$ cat config.mk
export PLATFORM = sky130hd
export DESIGN_NAME = mode1_config_bank
export DESIGN_NICKNAME = d
export VERILOG_FILES = /design/src/verilog/mode1_cfg_pkg.sv /design/src/verilog/mode1_reg_store.sv /design/src/verilog/mode1_config_bank.sv
export VERILOG_INCLUDE_DIRS = /design/src /design/src/verilog
export SDC_FILE = /design/constraint.sdc
export NUM_CORES = 1
export LEC_CHECK = 0
export BUFFER_PORTS_ARGS = -buffer_cell sky130_fd_sc_hd__buf_2
export CORE_MARGIN = 4
export CORE_UTILIZATION = 40
export CTS_BUF_LIST = sky130_fd_sc_hd__clkbuf_2
export DETAILED_ROUTE_END_ITERATION = 6
export GPL_TIMING_DRIVEN = 0
export PLACE_DENSITY = 0.68
export SYNTH_ARGS = -nofsm -noshare
export SYNTH_HDL_FRONTEND = slang
export SYNTH_HIERARCHICAL = 1
export SYNTH_SLANG_ARGS = --single-unit
$ cat constraint.sdc
create_clock -name clk -period 1.4 [get_ports clk]
set_input_delay 0.21 -clock clk [delete_from_list [all_inputs] [get_ports clk]]
set_output_delay 0.21 -clock clk [all_outputs]
set_load 0.05 [all_outputs]
$ cat src/verilog/mode1_cfg_params.svh
// Offsets, field positions, reset values and timing counts of the bank
`ifndef MODE1_CFG_PARAMS_SVH
`define MODE1_CFG_PARAMS_SVH

// ****************************************************************
// Register offsets
// ****************************************************************
`define OFS_EDGE_SYS_BUCK   8'h27
`define OFS_AON_ENABLES     8'h28
`define OFS_WDOG_SYS_REG    8'h29

// ****************************************************************
// Reset values
// ****************************************************************
`define RST_EDGE_SYS_BUCK   8'h4C
`define RST_AON_ENABLES     8'h4F
`define RST_WDOG_SYS_REG    8'h0C

// ****************************************************************
// Field positions
// ****************************************************************
`define POS_RSVD            7
`define POS_EDGE_POLICY     6
`define POS_OFFSET          5
`define POS_CORE_BUCK_ON    3
`define POS_SYS_BUCK_ON     2
`define POS_AON_ON          1
`define POS_SYS_REG_ON      0

// ****************************************************************
// Code limits (5-bit and 4-bit voltage codes)
// ****************************************************************
`define MAX_CODE5           5'h18
`define MAX_CODE4           4'h8
`define OFFSET_STEPS        6'h30

// ****************************************************************
// Watchdog periods in seconds
// ****************************************************************
`define WDOG_16_S           7'h10
`define WDOG_32_S           7'h20
`define WDOG_64_S           7'h40

`endif

$ cat src/verilog/mode1_cfg_pkg.sv
// Types shared by the mode setting 1 configuration bank
package mode1_cfg_pkg;

    typedef enum logic [1:0] {
        MODE_S0 = 2'b00,
        MODE_S1 = 2'b01,
        MODE_S2 = 2'b10,
        MODE_S3 = 2'b11
    } mode_e;

    typedef struct packed {
        logic       write_en;
        logic [7:0] addr;
        logic [7:0] wdata;
    } reg_req_s;

    typedef struct packed {
        logic       core_buck_on;
        logic       sys_buck_on;
        logic       aon_regulator_on;
        logic       sys_regulator_on;
        logic [5:0] sys_buck_steps;
        logic [3:0] aon_regulator_steps;
        logic [5:0] sys_regulator_steps;
        logic [6:0] watchdog_seconds;
    } rail_cfg_s;

    typedef struct packed {
        logic [7:0] edge_sys_buck;
        logic [7:0] aon_enables;
        logic [7:0] wdog_sys_reg;
    } bank_s;

endpackage

$ cat src/verilog/mode1_reg_store.sv
// Three-byte register store with a registered read port
module mode1_reg_store
    import mode1_cfg_pkg::*;
(
    input  wire logic                 clk,
    input  wire logic                 rst_n,
    input  wire logic                 clk_en,
    input  wire mode1_cfg_pkg::reg_req_s req,
    output logic [7:0]                rdata,
    output mode1_cfg_pkg::bank_s      bank
);
    `include "mode1_cfg_params.svh"

    typedef struct packed {
        bank_s      bank;
        logic [7:0] rdata;
    } store_s;

    store_s st_reg;
    store_s st_next;

    always_comb
    begin
        st_next = st_reg;
        // Every bit, the reserved one included, is stored as written
        if (req.write_en)
        begin
            if (req.addr == `OFS_EDGE_SYS_BUCK)
                st_next.bank.edge_sys_buck = req.wdata;
            else if (req.addr == `OFS_AON_ENABLES)
                st_next.bank.aon_enables = req.wdata;
            else if (req.addr == `OFS_WDOG_SYS_REG)
                st_next.bank.wdog_sys_reg = req.wdata;
        end
        // Unmapped offsets read as zero
        if (req.addr == `OFS_EDGE_SYS_BUCK)
            st_next.rdata = st_reg.bank.edge_sys_buck;
        else if (req.addr == `OFS_AON_ENABLES)
            st_next.rdata = st_reg.bank.aon_enables;
        else if (req.addr == `OFS_WDOG_SYS_REG)
            st_next.rdata = st_reg.bank.wdog_sys_reg;
        else
            st_next.rdata = 8'h00;
    end

    always_ff @(posedge clk or negedge rst_n)
    begin
        if (!rst_n)
        begin
            st_reg.bank.edge_sys_buck <= `RST_EDGE_SYS_BUCK;
            st_reg.bank.aon_enables   <= `RST_AON_ENABLES;
            st_reg.bank.wdog_sys_reg  <= `RST_WDOG_SYS_REG;
            st_reg.rdata              <= 8'h00;
        end
        else if (clk_en)
            st_reg <= st_next;
    end

    assign rdata = st_reg.rdata;
    assign bank  = st_reg.bank;

    a_write_readback: assert property (@(posedge clk)
        disable iff (!rst_n)
        clk_en && req.write_en && req.addr == `OFS_AON_ENABLES
        |=> bank.aon_enables == $past(req.wdata))
        else $error("register write not stored");
endmodule

$ cat src/verilog/mode1_config_bank.sv
// Mode setting 1 configuration bank: registers, mode choice, rail outputs
//
// Behaviour
// - With edge policy 0 a valid ON falling edge in mode 1 returns the mode to 0.
// - With edge policy 1 a valid ON falling edge changes no mode.
// - System buck target is its code plus 1.2 V when the offset bit is 1.
// - System buck code runs 1.500 V to 2.100 V in 25 mV steps, clamped.
// - Always-on code runs 1.700 V to 1.900 V in 25 mV steps, clamped.
// - Bit 3 of the enable register switches the core buck in mode 1.
// - Bit 2 of the enable register switches the system buck in mode 1.
// - Bit 1 of the enable register switches the always-on rail in mode 1.
// - Enable bit 0 switches the system regulator in mode 1.
// - Watchdog field selects off, 16 s, 32 s or 64 s, resetting to off.
// - System regulator target is its code plus 1.2 V when offset is 1.
// - System regulator code runs 1.500 V to 2.100 V, clamped above.
// - All three registers read back every written bit, reserved included.
// - Pin mode select uses only the pins, else only the register bits.
module mode1_config_bank
(
    input  wire logic                      clk,
    input  wire logic                      rst_n,
    input  wire logic                      clk_en,
    input  wire mode1_cfg_pkg::reg_req_s   req,
    output logic [7:0]                     rdata,
    input  wire logic                      on_fall_valid,
    input  wire logic                      mode_sel_by_pin,
    input  wire logic                      mode_select_pin_a,
    input  wire logic                      mode_select_pin_b,
    input  wire logic                      mode_reg_bit_a,
    input  wire logic                      mode_reg_bit_b,
    output mode1_cfg_pkg::mode_e           active_mode,
    output logic                           mode1_active,
    output mode1_cfg_pkg::rail_cfg_s       rail_cfg
);
    import mode1_cfg_pkg::*;
    `include "mode1_cfg_params.svh"

    // ****************************************************************
    // Helpers
    // ****************************************************************
    // Codes above the top step all select the top voltage
    function automatic logic [5:0] steps5(input logic [4:0] code,
                                          input logic       offset);
        logic [4:0] c;
        c = (code > `MAX_CODE5) ? `MAX_CODE5 : code;
        steps5 = {1'b0, c} + (offset ? `OFFSET_STEPS : 6'h00);
    endfunction

    function automatic logic [6:0] wdog_secs(input logic [1:0] sel);
        case (sel)
            2'b01:   wdog_secs = `WDOG_16_S;
            2'b10:   wdog_secs = `WDOG_32_S;
            2'b11:   wdog_secs = `WDOG_64_S;
            default: wdog_secs = 7'h00;
        endcase
    endfunction

    // ****************************************************************
    // Register store
    // ****************************************************************
    bank_s bank;

    mode1_reg_store u_store
    (
        .clk    (clk),
        .rst_n  (rst_n),
        .clk_en (clk_en),
        .req    (req),
        .rdata  (rdata),
        .bank   (bank)
    );

    // ****************************************************************
    // Mode tracking
    // ****************************************************************
    typedef struct packed {
        mode_e     mode;
        logic      edge_return;
        rail_cfg_s rail;
    } state_s;

    state_s st_reg;
    state_s st_next;
    mode_e  requested;
    logic   edge_policy;
    // The forced return to mode 0 is held until the requested mode changes,
    // otherwise the request bits would undo it on the very next cycle
    mode_e  req_q;

    always_ff @(posedge clk or negedge rst_n)
    begin
        if (!rst_n)
            req_q <= MODE_S0;
        else if (clk_en)
            req_q <= requested;
    end

    always_comb
    begin
        // Pins and register bits are never mixed
        if (mode_sel_by_pin)
            requested = mode_e'({mode_select_pin_b, mode_select_pin_a});
        else
            requested = mode_e'({mode_reg_bit_b, mode_reg_bit_a});
        edge_policy = bank.edge_sys_buck[`POS_EDGE_POLICY];
    end

    always_comb
    begin
        st_next = st_reg;
        if (requested != req_q)
            st_next.edge_return = 1'b0;
        // The edge policy only counts while mode 1 is in force
        if (on_fall_valid && st_reg.mode == MODE_S1 && !edge_policy)
            st_next.edge_return = 1'b1;
        // Policy 1: the edge leaves the mode alone
        case (st_next.edge_return)
            1'b1:    st_next.mode = MODE_S0;
            default: st_next.mode = requested;
        endcase
        st_next.rail = '0;
        if (st_reg.mode == MODE_S1)
        begin
            st_next.rail.core_buck_on =
                bank.aon_enables[`POS_CORE_BUCK_ON];
            st_next.rail.sys_buck_on =
                bank.aon_enables[`POS_SYS_BUCK_ON];
            st_next.rail.aon_regulator_on =
                bank.aon_enables[`POS_AON_ON];
            st_next.rail.sys_regulator_on =
                bank.aon_enables[`POS_SYS_REG_ON];
            st_next.rail.sys_buck_steps = steps5(bank.edge_sys_buck[4:0],
                bank.edge_sys_buck[`POS_OFFSET]);
            st_next.rail.aon_regulator_steps =
                (bank.aon_enables[7:4] > `MAX_CODE4) ? `MAX_CODE4
                : bank.aon_enables[7:4];
            st_next.rail.sys_regulator_steps = steps5(bank.wdog_sys_reg[4:0],
                bank.wdog_sys_reg[`POS_OFFSET]);
            st_next.rail.watchdog_seconds =
                wdog_secs(bank.wdog_sys_reg[7:6]);
        end
    end

    always_ff @(posedge clk or negedge rst_n)
    begin
        if (!rst_n)
        begin
            st_reg.mode        <= MODE_S0;
            st_reg.edge_return <= 1'b0;
            st_reg.rail        <= '0;
        end
        else if (clk_en)
            st_reg <= st_next;
    end

    assign active_mode  = st_reg.mode;
    assign mode1_active = (st_reg.mode == MODE_S1);
    assign rail_cfg     = st_reg.rail;

    // ****************************************************************
    // Checks
    // ****************************************************************
    a_edge_returns: assert property (@(posedge clk)
        disable iff (!rst_n)
        clk_en && on_fall_valid && active_mode == MODE_S1 && !edge_policy
        |=> active_mode == MODE_S0)
        else $error("edge did not return to mode 0");

    a_return_held: assert property (@(posedge clk)
        disable iff (!rst_n)
        clk_en && st_reg.edge_return && requested == req_q
        |=> active_mode == MODE_S0)
        else $error("forced mode 0 not held");

    a_edge_ignored: assert property (@(posedge clk)
        disable iff (!rst_n)
        clk_en && active_mode == MODE_S1 && edge_policy && !st_reg.edge_return
        && requested == MODE_S1 |=> active_mode == MODE_S1)
        else $error("edge changed mode under policy 1");

    a_policy1_edge: assert property (@(posedge clk)
        disable iff (!rst_n)
        clk_en && on_fall_valid && mode1_active && edge_policy
        && !st_reg.edge_return |=> active_mode == $past(requested))
        else $error("policy 1 edge forced a mode change");

    a_edge_outside: assert property (@(posedge clk)
        disable iff (!rst_n)
        clk_en && on_fall_valid && !mode1_active && !st_reg.edge_return
        |=> !st_reg.edge_return)
        else $error("edge acted outside mode 1");

    a_buck_target: assert property (@(posedge clk)
        disable iff (!rst_n)
        clk_en && mode1_active && bank.edge_sys_buck[4:0] == 5'h1F
        && bank.edge_sys_buck[`POS_OFFSET]
        |=> rail_cfg.sys_buck_steps == 6'h48)
        else $error("buck offset target wrong");

    a_buck_offset: assert property (@(posedge clk)
        disable iff (!rst_n)
        clk_en && mode1_active && bank.edge_sys_buck[`POS_OFFSET]
        && bank.edge_sys_buck[4:0] <= 5'h18
        |=> rail_cfg.sys_buck_steps
            == {1'b0, $past(bank.edge_sys_buck[4:0])} + 6'h30)
        else $error("buck offset not added");

    a_buck_clamp: assert property (@(posedge clk)
        disable iff (!rst_n)
        clk_en && mode1_active && !bank.edge_sys_buck[`POS_OFFSET]
        |=> rail_cfg.sys_buck_steps <= 6'h18)
        else $error("buck code not clamped");

    a_buck_map: assert property (@(posedge clk)
        disable iff (!rst_n)
        clk_en && mode1_active && !bank.edge_sys_buck[`POS_OFFSET]
        && bank.edge_sys_buck[4:0] <= 5'h18
        |=> rail_cfg.sys_buck_steps == {1'b0, $past(bank.edge_sys_buck[4:0])})
        else $error("buck code mapped wrong");

    a_aon_clamp: assert property (@(posedge clk)
        disable iff (!rst_n)
        clk_en && mode1_active
        |=> rail_cfg.aon_regulator_steps <= 4'h8)
        else $error("always-on code not clamped");

    a_aon_top: assert property (@(posedge clk)
        disable iff (!rst_n)
        clk_en && mode1_active && bank.aon_enables[7:4] > 4'h8
        |=> rail_cfg.aon_regulator_steps == 4'h8)
        else $error("always-on top code wrong");

    a_aon_map: assert property (@(posedge clk)
        disable iff (!rst_n)
        clk_en && mode1_active && bank.aon_enables[7:4] <= 4'h8
        |=> rail_cfg.aon_regulator_steps == $past(bank.aon_enables[7:4]))
        else $error("always-on code mapped wrong");

    a_core_enable: assert property (@(posedge clk)
        disable iff (!rst_n)
        clk_en && mode1_active
        |=> rail_cfg.core_buck_on == $past(bank.aon_enables[3]))
        else $error("core buck enable wrong");

    a_sys_buck_en: assert property (@(posedge clk)
        disable iff (!rst_n)
        clk_en && mode1_active
        |=> rail_cfg.sys_buck_on == $past(bank.aon_enables[2]))
        else $error("system buck enable wrong");

    a_aon_enable: assert property (@(posedge clk)
        disable iff (!rst_n)
        clk_en && mode1_active
        |=> rail_cfg.aon_regulator_on == $past(bank.aon_enables[1]))
        else $error("always-on enable wrong");

    a_sysreg_enable: assert property (@(posedge clk)
        disable iff (!rst_n)
        clk_en && mode1_active
        |=> rail_cfg.sys_regulator_on == $past(bank.aon_enables[0]))
        else $error("system regulator enable wrong");

    a_wdog_off: assert property (@(posedge clk)
        disable iff (!rst_n)
        clk_en && mode1_active && bank.wdog_sys_reg[7:6] == 2'b00
        |=> rail_cfg.watchdog_seconds == 7'h00)
        else $error("watchdog not disabled");

    a_wdog_short: assert property (@(posedge clk)
        disable iff (!rst_n)
        clk_en && mode1_active && bank.wdog_sys_reg[7:6] == 2'b01
        |=> rail_cfg.watchdog_seconds == 7'h10)
        else $error("watchdog short period wrong");

    a_wdog_period: assert property (@(posedge clk)
        disable iff (!rst_n)
        clk_en && mode1_active && bank.wdog_sys_reg[7:6] == 2'b10
        |=> rail_cfg.watchdog_seconds == 7'h20)
        else $error("watchdog period wrong");

    a_wdog_long: assert property (@(posedge clk)
        disable iff (!rst_n)
        clk_en && mode1_active && bank.wdog_sys_reg[7:6] == 2'b11
        |=> rail_cfg.watchdog_seconds == 7'h40)
        else $error("watchdog long period wrong");

    a_sysreg_clamp: assert property (@(posedge clk)
        disable iff (!rst_n)
        clk_en && mode1_active && bank.wdog_sys_reg[4:0] == 5'h1B
        && !bank.wdog_sys_reg[`POS_OFFSET]
        |=> rail_cfg.sys_regulator_steps == 6'h18)
        else $error("system regulator target wrong");

    a_sysreg_map: assert property (@(posedge clk)
        disable iff (!rst_n)
        clk_en && mode1_active && !bank.wdog_sys_reg[`POS_OFFSET]
        && bank.wdog_sys_reg[4:0] <= 5'h18
        |=> rail_cfg.sys_regulator_steps == {1'b0, $past(bank.wdog_sys_reg[4:0])})
        else $error("system regulator code mapped wrong");

    a_sysreg_offset: assert property (@(posedge clk)
        disable iff (!rst_n)
        clk_en && mode1_active && bank.wdog_sys_reg[`POS_OFFSET]
        && bank.wdog_sys_reg[4:0] <= 5'h18
        |=> rail_cfg.sys_regulator_steps
            == {1'b0, $past(bank.wdog_sys_reg[4:0])} + 6'h30)
        else $error("system regulator offset not added");

    a_pin_select: assert property (@(posedge clk)
        disable iff (!rst_n)
        clk_en && mode_sel_by_pin && !st_next.edge_return
        |=> active_mode == mode_e'({$past(mode_select_pin_b),
                                    $past(mode_select_pin_a)}))
        else $error("pin mode select ignored");

    a_reg_select: assert property (@(posedge clk)
        disable iff (!rst_n)
        clk_en && !mode_sel_by_pin && !st_next.edge_return
        |=> active_mode == mode_e'({$past(mode_reg_bit_b),
                                    $past(mode_reg_bit_a)}))
        else $error("register mode select ignored");

    a_freeze_mode: assert property (@(posedge clk)
        disable iff (!rst_n)
        !clk_en |=> $stable(active_mode))
        else $error("mode moved while clock enable low");

    a_freeze_rails: assert property (@(posedge clk)
        disable iff (!rst_n)
        !clk_en |=> $stable(rail_cfg))
        else $error("rails moved while clock enable low");

    a_idle_rails: assert property (@(posedge clk)
        disable iff (!rst_n)
        clk_en && !mode1_active |=> rail_cfg == '0)
        else $error("rails driven outside mode 1");
endmodule

Word level (Yosys, flattened, before mapping):

Index checks and enable logic that the tools add are counted.

* magnitude comparators: 3
* add/sub/neg operators: 2
* mux-type cells: 14
* bitwise operators: 2
* reductions and logical operators: 6
* equal/unequal tests: 8

Operators by type and width (count)
* $mux W27: 1
* $eq A8 B6 Y1 const B: 3
* $mux W8: 3
* $pmux W7 S3: 1
* $add A5 B6 Y6: 2
* $mux W6: 2
* $gt A5 B5 Y1 const B: 2
* $mux W5: 2
* $reduce_and A5 Y1: 1
* $eq A2 B1 Y1 const B: 2
* $eq A2 B2 Y1 const B: 2
* $gt A4 B4 Y1 const B: 1
* $mux W2: 2
* $mux W4: 1
* $reduce_and A4 Y1: 1
* $reduce_and A3 Y1: 1
* $logic_and A1 B1 Y1: 2
* $mux W1: 2
* $ne A2 B2 Y1: 1
* $not A1 Y1: 2
* $logic_not A1 Y1: 1

* input port bits: 26
* output and inout port bits: 38
* register bits after elaboration: 64

Depth between registers and ports, before layout:

* depth after elaboration: 5
* gate-level depth with buffers: 5
* depth with buffers taken out: 4

Hierarchy:

Netlist, hierarchy kept.

Modules (own cells, without submodules)
* mode1_reg_store: instances 1, cells an instance 114, area an instance 1510.2 um2
* mode1_config_bank: instances 1, cells an instance 163, area an instance 1493.9 um2

Worst setup path after synthesis:

No wires, ideal clock.

* path type: input -> register
* from: in req[12] in the netlist's numbering
* to: reg u_store/bank[12] (netlist name)
* stages on the path: 3
* required time: 1.275 ns
* arrival: 1.516 ns
* setup time: 0.125 ns
* path slack: -0.241 ns
* path through: or4b_4 -> nor4_4 -> mux2_2

* longest elaborated chain between the ends: 3

Ends and longest elaborated chain
* start: declaration: line mode1_config_bank.sv:23 `input wire mode1_cfg_pkg::reg_req_s req,`
* $eq A8 B6 Y1 (no line)
* $not A1 Y1 (no line)
* $reduce_and A4 Y1 (no line) *

Every way passes the cells marked *; elsewhere a longest branch is shown, timed or not.
A chain may end at the register's enable or synchronous reset.

Final worst setup path:

* from: reg st_reg, in the netlist active_mode[1]
* to: out mode1_active

* longest elaborated chain between the ends: 1

Ends and longest elaborated chain
* start: declaration: line mode1_config_bank.sv:82 `state_s st_reg;`
* start signal: assignment: line mode1_config_bank.sv:153 `st_reg <= st_next;`
* $eq A2 B1 Y1: line mode1_config_bank.sv:157 `assign mode1_active = (st_reg.mode == MODE_S1);`
* end: declaration: line mode1_config_bank.sv:32 `output logic mode1_active,`

Every way passes these cells.

==> results.json <==
{
  "numCtsBuffers": 9,
  "largest_reg_flops": 24,
  "worst_pin_slew_ns": 0.764,
  "syn_inst": 277,
  "netSwitchingPower_uw": 1090,
  "path_class": "reg -> out",
  "cts_root_buf": "clkbuf_2",
  "fp-row-count": 31,
  "io_buffer_count": 57,
  "area_growth_pct": 31.0,
  "p_per_area_nw_per_um2": 949,
  "p_comb_frac": 0.182,
  "antenna_found_initial": 0,
  "internal_power_uw": 2650,
  "crit_fanout": 3,
  "ys_seq_area_frac": 0.504,
  "fill_cells": 670,
  "viasPerCell": 5.04,
  "status": "finished, violations left",
  "max_cap_violations": 0,
  "async_reset_ff_frac": 1.00,
  "vias": 2309,
  "clock.fmax_mhz": 667,
  "final_cells": 458,
  "start_util": 0.412,
  "reg.largest.list": "u_store/bank x24, rail_cfg x23, u_store/rdata x8",
  "hold_viol": 0,
  "skew_ns": 0.0264,
  "clock_path_buffers": 2,
  "slew_viol_final": 0,
  "final_cell_mix": "49 x dfrtp_1, 31 x buf_2, 28 x mux2_2",
  "hpwl_mm": 4.88,
  "worstSetupStartpointType": "flop",
  "met1_usage": 0.234,
  "avgSynthCellArea_um2": 10.8,
  "routabilityCongestion": 0.817,
  "yosysTopAreaCell": "dfrtp_1",
  "worstPathArrival_ns": 1.29,
  "setup_tns_ns": -0.113,
  "placed_cells": 436,
  "synthTopCellsByArea": "dfrtp_1 42%, mux2_2 12%, dfstp_2 8.7%, buf_4 7.5%, inv_1 3.4%",
  "fin_crit_sh": 1.07,
  "cts.sinks": 60,
  "die_h_um": 94.7,
  "timing.final.ws_setup_ns": -0.0992,
  "path_clk_slew_ns": 0.17,
  "seqCellArea_um2": 1520,
  "wl_per_cell_um": 15.4,
  "fin_crit_ns": 1.50,
  "clkPwrFrac": 0.320,
  "cts_tree": "yes",
  "multi_input_area_um2": 1150,
  "p_leak_uw": 0.00181,
  "dr.pass1.iters": 4,
  "finalNetCount": 382,
  "seqPwrFrac": 0.498,
  "ys_types": 41,
  "largest_register": "u_store/bank",
  "finalSetupViolations": 2,
  "drt-total-wl_mm": 7.04,
  "end_kind": "primary output",
  "yosysWarnings": 6,
  "use_met3": 0.0446,
  "worstPathRequired_ns": 1.19,
  "swShare": 0.291,
  "grtUsageMet2": 0.260,
  "overflow": 0,
  "grt_first_pass_wirelength_mm": 11.6,
  "io_pins": 64,
  "rsz0062_at_grt": "true",
  "relSlewSlack": 0.491,
  "synth_top_area_frac": 0.416,
  "synth_ff_type": "dfrtp_1",
  "clkLatencyLatePin_ns": 0.48,
  "busiest_layer": "met2",
  "core-area_um2": 7290,
  "ys_ff_latch": 60,
  "synth_edf_count": 0,
  "drive_gt1_frac": 0.440,
  "synth_area_um2": 3000,
  "final_common_cell": "dfrtp_1",
  "gr-usage-all-layers": 0.171,
  "grt_pass1_vias": 2331,
  "drtIter0Drc": 95,
  "ir_drop_mv": 0.529,
  "die_area_um2": 8960,
  "cts_htree_levels": 3,
  "insertedDiodeCount": 0,
  "ant_nets": 0,
  "drc_errors": 0,
  "violations": "negative setup slack",
  "power_uw": 3740,
  "dieWidth_um": 94.7,
  "hp-class": "in -> reg",
  "grt_max_degree": 61
}
[worst max-delay path, cell delays in order, from the launching register on]
cell,delay (ns)
dfrtp_1,0.44
nand2b_4,0.16
inv_4,0.07
buf_8,0.14
[synthesized netlist by cell type (7+ instances only)]
cell type / instances
nor2_1: 11
o22ai_1: 9
inv_1: 27
nand4_1: 7
dfstp_2: 10
nand3_1: 16
mux2_2: 33
a31oi_1: 7
nand2_1: 15
o21ai_0: 12
buf_4: 30
dfrtp_1: 50
[power groups by stage]
| stage | clock network (uW) | registers [uW] | logic, uW |
|---|---|---|---|
| floorplan | 0 | 1910 | 359 |
| global placement | 0 | 1880 | 565 |
| detailed placement | 0 | 1880 | 576 |
| CTS | 1220 | 1860 | 682 |
| global route | 1310 | 1870 | 735 |
| finish | 1200 | 1860 | 681 |
[final timing paths]
path,from,to,slack [ns],depth (start not counted)
worst max-delay path,active_mode[1]$_DFFE_PN0P_,mode1_active,-0.1,3
worst min-delay path,req[7],u_store/bank[7]$_DFFE_PN0P_,0.03,2
worst max register to register,active_mode[1]$_DFFE_PN0P_,active_mode[0]$_DFFE_PN0P_,0.21,4
worst min register to register,u_store/bank[2]$_DFFE_PN1P_,rail_cfg[9]$_DFFE_PN0P_,0.53,2
max in group asynchronous,rst_n,active_mode[0]$_DFFE_PN0P_,0.53,2
min in group asynchronous,rst_n,rail_cfg[8]$_DFFE_PN0P_,0.31,2
[repair_timing]
item	in CTS	in global routing
hold endpoints to repair	20	50
setup buffers	19	4
hold buffers	7	1
setup endpoints to repair	46	23
gates resized for setup	67	25
pin swaps	2	1
[stage by stage]
stage / setup WS (ns) / hold slack (ns) / cell area (um2) / util
6_report: -0.0992 / 0.0329 / 3940 / 0.540
5_1_grt: -0.175 / 0.00277 / 3940 / 0.540
4_1_cts: -0.173 / 0.00406 / 3930 / 0.539
3_5_place_dp: -0.582 / 0.476 / 3440 / 0.472
3_3_place_gp: -0.589 / 0.472 / 3440 / 0.472
2_1_floorplan: -0.241 / -0.0856 / 3030 / -
[metal layers]
metal | vias up | share of wire
met5 | - | 0
met4 | 0 | 0.014
met3 | 10 | 0.060
met2 | 72 | 0.48
met1 | 1143 | 0.45
li1 | 1084 | -
[cells by family (layout without fill, tap and decap cells)]
kind of cell               count (synthesis)  count (layout)  synth area share
other                                      1               4           0.00125
buffers and inverters                     69             148             0.129
and+or+nand+nor                           67              67             0.136
xor gates and xnor gates                   2               2           0.00583
adders and majority gates                  2               2           0.00833
DFF                                       60              60             0.504
AOI/OAI and AO/OA                         41              41            0.0833
muxes                                     35              35             0.132
[layout make-up]
type,instances,share of cell area
sequential,60,0.385
timing repair buffer,88,0.208
buffer,17,0.0261
clock buffer,9,0.0114
clock inverter,7,0.0207
inverter,27,0.0264
multi-input combinational,151,0.291
tap,99,0.0315
(Power assumes the default switching activity.)
